--- config.mk ---
export PLATFORM = sky130hd
export DESIGN_NAME = pdbmc_line_coder
export DESIGN_NICKNAME = d
export VERILOG_FILES = /design/src/pdbmc_pkg.sv /design/src/pdbmc_line_coder.sv
export SDC_FILE = /design/constraint.sdc
export NUM_CORES = 1
export LEC_CHECK = 0
export ABC_CLOCK_PERIOD_IN_PS = 2500
export BUFFER_PORTS_ARGS = -buffer_cell sky130_fd_sc_hd__buf_2
export CAP_MARGIN = 20
export CORE_AREA = 10 10 87 89
export CTS_CLUSTER_DIAMETER = 200
export DETAILED_ROUTE_END_ITERATION = 8
export DIE_AREA = 0 0 97 99
export PLACE_DENSITY = 0.7
export SYNTH_ARGS = -nofsm -noshare
export SYNTH_HDL_FRONTEND = slang
export SYNTH_SLANG_ARGS = --single-unit
--- constraint.sdc ---
create_clock -name clk_sys -period 2.5 [get_ports clk_sys]
set_clock_uncertainty 0.1 [all_clocks]
set_input_delay 0.5 -clock clk_sys [delete_from_list [all_inputs] [get_ports clk_sys]]
set_output_delay 0.5 -clock clk_sys [all_outputs]
set_load 0.02 [all_outputs]
--- src/pdbmc_pkg.sv ---
package pdbmc_pkg;
	// Half of one unit interval at the 10 MHz system clock
	localparam logic [7:0] HALF_CYC     = 8'h11;
	localparam logic [7:0] BIT_CYC      = 8'h22;
	// Edge later than this after a boundary marks the next boundary
	localparam logic [7:0] RX_MID_LIMIT = 8'h1A;
	// No edge for this long drops the receiver out of lock
	localparam logic [7:0] RX_TIMEOUT   = 8'h2C;
	// Squelch: quiet cycles before the bus counts as idle
	localparam logic [7:0] IDLE_CYC     = 8'h66;
	localparam logic [6:0] PRE_BITS     = 7'h40;
	localparam logic [7:0] CNT_ZERO     = 8'h00;
	localparam logic [6:0] PCNT_ZERO    = 7'h00;

	typedef enum logic [2:0] {
		S_IDLE,
		S_WAIT,
		S_LEAD,
		S_PRE,
		S_DATA,
		S_CLOSE
	} pdbmc_tx_e;

	typedef enum logic {
		R_HUNT,
		R_BIT
	} pdbmc_rx_e;
endpackage : pdbmc_pkg

--- src/pdbmc_line_coder.sv ---
`timescale 1ns/10ps
`default_nettype none

// How it works
// - Toggle line at every bit start
// - One bits add a midpoint toggle
// - Driven level never stands unchanged longer than one bit
// - Preamble begins by driving the line low
// - Closing edge follows the final bit
// - Transmit only on the oriented pin
// - Three-state driver: level plus output enable
// - Release line when not transmitting
// - Pin selection fixed during a connection
// - Only one talker; others stay released
// - Squelch reports idle bus before sending
module pdbmc_line_coder (
	input  wire logic clk_sys,              // System clock, 10 MHz
	input  wire logic rst,                  // Async reset, active high
	input  wire logic attached,             // Connection established
	input  wire logic orient_b,             // Plug mates with channel b
	input  wire logic tx_start,             // Pulse: send a packet
	input  wire logic tx_valid,             // Next payload bit present
	input  wire logic tx_bit,               // Payload bit
	input  wire logic tx_last,              // Bit closes the packet
	output logic      tx_ready,             // Pulse: payload bit taken when tx_valid
	output logic      tx_busy,              // Packet in progress
	input  wire logic config_channel_a_in,  // Pin a level seen
	output logic      config_channel_a_out, // Pin a drive level
	output logic      config_channel_a_oe,  // Pin a driver enable
	input  wire logic config_channel_b_in,  // Pin b level seen
	output logic      config_channel_b_out, // Pin b drive level
	output logic      config_channel_b_oe,  // Pin b driver enable
	output logic      bus_idle,             // Squelch: bus quiet
	output logic      rx_bit,               // Decoded bit
	output logic      rx_valid              // Pulse: rx_bit is new
);
	pdbmc_pkg::pdbmc_tx_e state, next_state;
	logic [7:0] hcnt, next_hcnt;
	logic       phase, next_phase;
	logic       lvl, next_lvl;
	logic       cur_bit, next_cur_bit;
	logic       cur_last, next_cur_last;
	logic [6:0] pcnt, next_pcnt;
	logic       tick, drive, load_pt;

	logic sel_b, next_sel_b, locked, next_locked;

	pdbmc_pkg::pdbmc_rx_e rstate, next_rstate;
	logic [7:0] rcnt, next_rcnt, icnt, next_icnt;
	logic       rx_prev, rx_mid, next_rx_mid;
	logic       next_rx_bit, next_rx_valid, next_bus_idle;
	logic       rx_in, edge_seen;

	assign tick  = (hcnt == pdbmc_pkg::HALF_CYC - 8'h01);
	assign drive = (state == pdbmc_pkg::S_LEAD) || (state == pdbmc_pkg::S_PRE)
		|| (state == pdbmc_pkg::S_DATA) || (state == pdbmc_pkg::S_CLOSE);
	// Payload bit is fetched right at the boundary it is sent from
	assign load_pt = tick && phase && !cur_last
		&& ((state == pdbmc_pkg::S_DATA)
		|| ((state == pdbmc_pkg::S_PRE)
		&& (pcnt == pdbmc_pkg::PRE_BITS - 7'h01)));
	assign tx_ready = load_pt;
	assign tx_busy  = (state != pdbmc_pkg::S_IDLE);

	// Driver is enabled only while sending, on one pin
	assign config_channel_a_oe  = drive && !sel_b;
	assign config_channel_b_oe  = drive && sel_b;
	assign config_channel_a_out = lvl;
	assign config_channel_b_out = lvl;

	always_comb
	begin
		next_sel_b  = sel_b;
		next_locked = attached;
		if (attached && !locked)
			next_sel_b = orient_b;
	end

	always_comb
	begin
		next_state    = state;
		next_hcnt     = tick ? pdbmc_pkg::CNT_ZERO : hcnt + 8'h01;
		next_phase    = phase;
		next_lvl      = lvl;
		next_cur_bit  = cur_bit;
		next_cur_last = cur_last;
		next_pcnt     = pcnt;
		unique case (state)
			pdbmc_pkg::S_IDLE:
			begin
				next_hcnt = pdbmc_pkg::CNT_ZERO;
				if (tx_start && attached)
					next_state = pdbmc_pkg::S_WAIT;
			end
			pdbmc_pkg::S_WAIT:
			begin
				next_hcnt = pdbmc_pkg::CNT_ZERO;
				next_phase = 1'b1;
				next_lvl = 1'b0;
				if (!attached)
					next_state = pdbmc_pkg::S_IDLE;
				else if (bus_idle)
					next_state = pdbmc_pkg::S_LEAD;
			end
			pdbmc_pkg::S_LEAD:
			begin
				next_lvl = 1'b0;
				if (tick)
				begin
					next_state   = pdbmc_pkg::S_PRE;
					next_phase   = 1'b0;
					next_lvl     = 1'b1;
					next_pcnt    = pdbmc_pkg::PCNT_ZERO;
					next_cur_bit = 1'b0;
					next_cur_last = 1'b0;
				end
			end
			pdbmc_pkg::S_PRE, pdbmc_pkg::S_DATA:
			begin
				if (tick && !phase)
				begin
					next_phase = 1'b1;
					if (cur_bit)
						next_lvl = ~lvl;
				end
				else if (tick)
				begin
					next_phase = 1'b0;
					next_lvl = ~lvl;
					if (load_pt && tx_valid)
					begin
						next_state    = pdbmc_pkg::S_DATA;
						next_cur_bit  = tx_bit;
						next_cur_last = tx_last;
					end
					else if (state == pdbmc_pkg::S_PRE && !load_pt)
					begin
						next_pcnt    = pcnt + 7'h01;
						next_cur_bit = ~pcnt[0];
					end
					else
					begin
						// Last bit sent or payload underrun
						next_state = pdbmc_pkg::S_CLOSE;
						next_phase = 1'b1;
					end
				end
			end
			pdbmc_pkg::S_CLOSE:
				if (tick)
					next_state = pdbmc_pkg::S_IDLE;
			default:
				next_state = pdbmc_pkg::S_IDLE;
		endcase
	end

	// Receive from the oriented pin; own transmission is not heard
	assign rx_in     = sel_b ? config_channel_b_in : config_channel_a_in;
	assign edge_seen = (rx_in != rx_prev) && !drive;

	always_comb
	begin
		next_rstate   = rstate;
		next_rcnt     = rcnt + 8'h01;
		next_rx_mid   = rx_mid;
		next_rx_bit   = rx_bit;
		next_rx_valid = 1'b0;
		next_icnt     = edge_seen || drive ? pdbmc_pkg::CNT_ZERO : icnt;
		if (!edge_seen && !drive && icnt != pdbmc_pkg::IDLE_CYC)
			next_icnt = icnt + 8'h01;
		next_bus_idle = (next_icnt == pdbmc_pkg::IDLE_CYC);
		unique case (rstate)
			pdbmc_pkg::R_HUNT:
			begin
				next_rcnt = pdbmc_pkg::CNT_ZERO;
				// Any edge is taken as a boundary; lock follows
				if (edge_seen)
				begin
					next_rstate = pdbmc_pkg::R_BIT;
					next_rx_mid = 1'b0;
				end
			end
			pdbmc_pkg::R_BIT:
			begin
				if (edge_seen && !rx_mid && rcnt < pdbmc_pkg::RX_MID_LIMIT)
					next_rx_mid = 1'b1;
				else if (edge_seen)
				begin
					next_rx_bit   = rx_mid;
					next_rx_valid = 1'b1;
					next_rx_mid   = 1'b0;
					next_rcnt     = pdbmc_pkg::CNT_ZERO;
				end
				else if (rcnt == pdbmc_pkg::RX_TIMEOUT || drive)
					next_rstate = pdbmc_pkg::R_HUNT;
			end
		endcase
	end

	always_ff @(posedge clk_sys or posedge rst)
	begin
		if (rst)
		begin
			state    <= pdbmc_pkg::S_IDLE;
			hcnt     <= pdbmc_pkg::CNT_ZERO;
			phase    <= 1'b0;
			lvl      <= 1'b0;
			cur_bit  <= 1'b0;
			cur_last <= 1'b0;
			pcnt     <= pdbmc_pkg::PCNT_ZERO;
			sel_b    <= 1'b0;
			locked   <= 1'b0;
			rstate   <= pdbmc_pkg::R_HUNT;
			rcnt     <= pdbmc_pkg::CNT_ZERO;
			icnt     <= pdbmc_pkg::CNT_ZERO;
			rx_prev  <= 1'b0;
			rx_mid   <= 1'b0;
			rx_bit   <= 1'b0;
			rx_valid <= 1'b0;
			bus_idle <= 1'b0;
		end
		else
		begin
			state    <= next_state;
			hcnt     <= next_hcnt;
			phase    <= next_phase;
			lvl      <= next_lvl;
			cur_bit  <= next_cur_bit;
			cur_last <= next_cur_last;
			pcnt     <= next_pcnt;
			sel_b    <= next_sel_b;
			locked   <= next_locked;
			rstate   <= next_rstate;
			rcnt     <= next_rcnt;
			icnt     <= next_icnt;
			rx_prev  <= rx_in;
			rx_mid   <= next_rx_mid;
			rx_bit   <= next_rx_bit;
			rx_valid <= next_rx_valid;
			bus_idle <= next_bus_idle;
		end
	end

	// Helper: cycles the driven level has stood unchanged
	logic [7:0] run;
	always_ff @(posedge clk_sys or posedge rst)
	begin
		if (rst)
			run <= pdbmc_pkg::CNT_ZERO;
		else if (!drive || lvl != next_lvl)
			run <= pdbmc_pkg::CNT_ZERO;
		else
			run <= run + 8'h01;
	end
endmodule : pdbmc_line_coder

`default_nettype wire

Word-level counts from Yosys, hierarchy flattened:

Index checks and enable logic that the tools add are counted.

* bits of input ports: 10
* flip-flop bits (word level): 46
* word-level logic and storage cells: 147
* output and inout port bits: 9

* reduce and logical (&&, ||, !) cells: 43
* $lt $le $gt $ge: 1
* muxes and demuxes: 54
* add/sub/neg operators: 4
* bitwise gates (word level): 4
* equality and inequality tests: 24

Operators by type and width (count)
* two-way mux 8 bit: 6
* two-way mux 7 bit: 5
* two-way mux 3 bit: 9
* two-way mux 1 bit: 25
* adder 8 x 1 -> 8 bit, second input constant: 3
* logical AND 1 bit: 16
* inequality test 2 bit, second input constant: 8
* case mux 8 bit (2 select lines): 1
* inequality test 3 bit, second input constant: 5
* case mux 3 bit (5 select lines): 1
* case mux 7 bit (2 select lines): 1
* AND reduction 5 bit: 2
* AND reduction 3 bit: 3
* equality test 8 x 5 -> 1 bit, second input constant: 1
* equality test 8 x 6 -> 1 bit, second input constant: 1
* equality test 8 x 7 -> 1 bit, second input constant: 1
* zero test 1 bit: 8
* < comparator 8 x 5 -> 1 bit, second input constant: 1
* inequality test 8 x 7 -> 1 bit, second input constant: 1
* case mux 1 bit (2 select lines): 4
* adder 7 x 1 -> 7 bit, second input constant: 1
* equality test 7 x 6 -> 1 bit, second input constant: 1
* AND reduction 7 bit: 1
* equality test 3 x 2 -> 1 bit, second input constant: 2
* other kinds (11): 23

Logic depth before layout (Yosys ltp):

* depth in word-level cells: 11
* gate-level depth with buffers: 8
* depth with buffers taken out: 7

Worst setup path before layout:

Ideal clock, no wire load.

* path type: register to output
* from: register hcnt[0]
* to: output port tx_ready
* path buffers: 1
* arrival time: 1686 ps
* path slack: 214 ps
* cell stages (with the launch flop): 8
* data required time: 1900 ps
* path through: dfrtp_1 -> inv_1 -> ha_1 -> nor3b_2 -> and2_0 -> clkbuf_1 -> nand2_1 -> a21oi_1

* longest elaborated chain between the ends: 4

RTL lines
* start: declaration: RTL line pdbmc_line_coder.sv:38 `logic [7:0] hcnt, next_hcnt;`
* start signal: assignment: RTL line pdbmc_line_coder.sv:205 `hcnt <= pdbmc_pkg::CNT_ZERO;`
* start signal: assignment: RTL line pdbmc_line_coder.sv:225 `hcnt <= next_hcnt;`
* equality test 8 x 5 -> 1 bit: RTL line pdbmc_line_coder.sv:54 `assign tick = (hcnt == pdbmc_pkg::HALF_CYC - 8'h01);`
* logical AND 1 bit (2 in a row): RTL line pdbmc_line_coder.sv:58 `assign load_pt = tick && phase && !cur_last`
* logical AND 1 bit: RTL line pdbmc_line_coder.sv:59 `&& ((state == pdbmc_pkg::S_DATA)`
* end: declaration: RTL line pdbmc_line_coder.sv:25 `output logic tx_ready,`

No other way between the ends.

Final worst setup path:

* from: register pcnt[1]
* to: output port tx_ready

* longest elaborated chain between the ends: 4

RTL lines
* start: declaration: RTL line pdbmc_line_coder.sv:43 `logic [6:0] pcnt, next_pcnt;`
* start signal: assignment: RTL line pdbmc_line_coder.sv:210 `pcnt <= pdbmc_pkg::PCNT_ZERO;`
* start signal: assignment: RTL line pdbmc_line_coder.sv:230 `pcnt <= next_pcnt;`
* equality test 7 x 6 -> 1 bit: RTL line pdbmc_line_coder.sv:61 `&& (pcnt == pdbmc_pkg::PRE_BITS - 7'h01)));`
* logical AND 1 bit: RTL line pdbmc_line_coder.sv:61
* logical OR 1 bit: RTL line pdbmc_line_coder.sv:60 `|| ((state == pdbmc_pkg::S_PRE)`
* logical AND 1 bit: RTL line pdbmc_line_coder.sv:59

No other way between the ends.

==> run_results.csv <==
group,metric,value,unit
status,status,"finished, final reports clean",
sta,maxSlewViolCount,0,
synthesis,async_flop_share,100.0,%
floorplanning,start_util,44.18,%
global_routing,grt.overflow.total,0,
final_layout,antennaDiodeCount,0,
place,placed_area,0.002816,sq mm
detailed_routing,dr.pass1.iters,4,
worst_setup_path,crit_path_end_kind,"output port",
power,p_leak,1.322,nW
floorplanning,die_area,0.009603,sq mm
final_layout,final_util,50.88,%
worst_setup_path,max_stage_delay,0.55,ns
worst_setup_path,worstSetupPathType,"reg2out",
detailed_routing,first_iter_violations,120,
job,maxCapViolations,0,
worst_setup_path,crit_chain,"ha_4 -> nand2_2 -> or4_4 -> a21oi_2 -> buf_6",
global_routing,grt_pass1_wl,9.280,mm
sta,setup_violations,0,
detailed_routing,drt-wirelength-per-cell,13.90,microns
global_routing,antenna_found_initial,0,
synthesis,ys_warn_count,0,
floorplanning,die_x,97,microns
global_routing,grt_use_total,11.21,%
sta,rsz0062_at_grt,"false",
sta,tightestPinTransition,0.6779,ns
worst_setup_path,required,1.90,ns
final_layout,n_fill_cell,534,
synthesis,synth_edf_count,0,
clocking,cts_tree,"built",
final_layout,final_cell_mix,"46 x dfrtp_1, 38 x nor2_1, 19 x nand2_1",
place,gp_congestion,0.8416,
worst_setup_path,worstPathArrival,1.84,ns
power,power,1.952,mW
final_layout,fin_area,0.002977,sq mm
sta,tns,0,ns
sta,hold_ws,0.2305,ns
final_layout,syn2layout_area_growth,15.15,%
synthesis,netlist_area,0.002585,sq mm
worst_setup_path,start_kind,"register",
power,ir_drop,0.4526,mV
synthesis,synth-seq-area-share,44.53,%
sta,fin_crit_sh,97.47,%
sta,hold_viol,0,
floorplanning,ios,19,
worst_setup_path,crit_slowest_cell,"or4_4",
floorplanning,coreArea,0.005851,sq mm
final_layout,drive_gt1_share,20.20,%
sta,maxSlewHeadroom,54.31,%
final_layout,nNetsFinal,323,
place,port_buffers,18,
synthesis,synth-seq-cells,46,
synthesis,syn_inst,274,
global_routing,first_global_vias,2050,
clocking,cts_num_sinks,46,
clocking,clk_path_buf_depth,2,
synthesis,yosysUniqueCellTypes,52,
synthesis,syn_avg_cell_area,9.434,sq um
power,power_density,655.8,mW/mm^2
final_layout,multiInputGateArea,0.001350,sq mm
detailed_routing,routed_wirelength,5.309,mm
detailed_routing,drcViolationCount,0,
sta,min_period,2.437,ns
detailed_routing,vias_per_cell,5.427,
clocking,htreeDepth,2,
place,dp_hpwl,3.782,mm
floorplanning,rows,28,
synthesis,ys.flop_type,"dfrtp_1",
clocking,cts-buffers-inserted,5,
synthesis,syn-num-nets,291,
floorplanning,dieHeight,99,microns
final_layout,final_common_cell,"dfrtp_1",
clocking,ctsRootBufferMaster,"clkbuf_8",
global_routing,grt_max_degree,47,
clocking,clk_pin_slew,0.09,ns
clocking,worstSkewPairLatency,0.30,ns
hold_path,hp-class,"in2async",
worst_setup_path,crit_fanout,4,
final_layout,regArea,0.001151,sq mm
detailed_routing,ant_nets,0,
detailed_routing,dr_total_vias,2073,
sta,fmax,410.4,MHz
clocking,cts_hold_buffers,0,
-- synth_stat cells (2+ instances only) --
| cell type | instances | share of area (%) |
|---|---|---|
| a31o_2 | 3 | 1.0 |
| a31oi_1 | 4 | 0.97 |
| o211ai_1 | 4 | 1.2 |
| nand4_1 | 6 | 1.5 |
| mux2_2 | 2 | 0.87 |
| clkbuf_1 | 5 | 0.73 |
| nor4_1 | 3 | 0.73 |
| nand2b_1 | 3 | 0.73 |
| xor2_1 | 11 | 3.7 |
| nor2_1 | 38 | 5.5 |
| a21oi_1 | 11 | 2.1 |
| mux2i_1 | 4 | 1.5 |
| inv_1 | 16 | 2.3 |
| nand3_1 | 16 | 3.1 |
| dfrtp_1 | 46 | 45 |
| a211o_1 | 2 | 0.68 |
| nor3_1 | 3 | 0.58 |
| nor2b_1 | 4 | 0.97 |
| xnor2_1 | 12 | 4.1 |
| and3_1 | 7 | 1.7 |
| and2_0 | 3 | 0.73 |
| nor3b_1 | 2 | 0.58 |
| nand2_1 | 20 | 2.9 |
| nand3b_1 | 3 | 0.87 |
| or2_2 | 2 | 0.48 |
| a21oi_2 | 2 | 0.68 |
| a211oi_1 | 5 | 1.5 |
| ha_1 | 7 | 3.4 |
| or3_1 | 2 | 0.48 |
| o21ai_0 | 6 | 1.2 |
-- final timing paths --
check / start / endpoint / slack (ns) / cells past startpoint
worst max-delay path: pcnt[1] / tx_ready / 0.06 / 5
worst min register to register: cur_bit / cur_bit / 0.39 / 2
worst min-delay path: rst / icnt[5] / 0.23 / 3
max in group asynchronous: rst / pcnt[3] / 1.67 / 3
worst max register to register: pcnt[1] / cur_bit / 0.36 / 7
min in group clk_sys: attached / locked / 0.28 / 1
-- cell type report --
class / count / area share (%)
Timing Repair Buffer: 33 / 7.020
Tap cell: 75 / 3.153
Inverter: 16 / 2.018
Multi-Input combinational cell: 204 / 45.36
Sequential cell: 46 / 38.67
Clock inverter: 3 / 1.471
Clock buffer: 5 / 2.312
-- where the power goes --
group / internal [mW] / total, mW / switching (mW)
clock network: 0.300 / 0.560 / 0.261
logic: 0.201 / 0.462 / 0.261
registers: 0.829 / 0.930 / 0.100
total: 1.33 / 1.95 / 0.622
-- worst max-delay path: cells and delay by family, from the launching register on --
kind	cells	cell delay, ns
compound gates	1	0.17
simple gates	2	0.61
buf+inv	1	0.14
flops	1	0.44
fa+ha+maj	1	0.17
-- timing repair --
item / 4_1_cts / 5_1_grt
gates resized for setup: 1 / 5
setup buffers: 1 / 2
pin swaps: 0 / 3
setup endpoints to repair: 1 / 1
-- cell families (layout without fill, tap and decap cells) --
family | count (synthesis) | after routing | share of synthesized area, %
buffers and inverters | 24 | 57 | 3.969
muxes | 6 | 6 | 2.420
adders and majority gates | 7 | 7 | 3.388
xor gates and xnor gates | 23 | 23 | 7.793
AOI/OAI and AO/OA | 47 | 47 | 12.92
and+or+nand+nor | 121 | 121 | 24.98
DFF | 46 | 46 | 44.53
-- layer usage --
layer	global-route usage, %	up-vias	part of all wire, %
li1	-	1025	-
met1	13.70	990	47
met2	18.26	51	47
met3	3.282	7	4.5
met4	4.200	0	1.4
met5	0	-	0
-- sequential cells by signal, summed over array words and instances, names as in the netlist, 3 cells and up --
name / cells
hcnt: 8
icnt: 8
state: 3
rcnt: 8
pcnt: 7
-- through the flow --
stage          setup slack [ns]  cells
5_1_grt                0.001166    382
3_3_place_gp             0.3319    371
4_1_cts                0.005455    380
3_5_place_dp             0.2988    371
2_1_floorplan            0.2135    274
6_report                0.06322    382
Note: power is estimated with default switching activity, not from simulation.
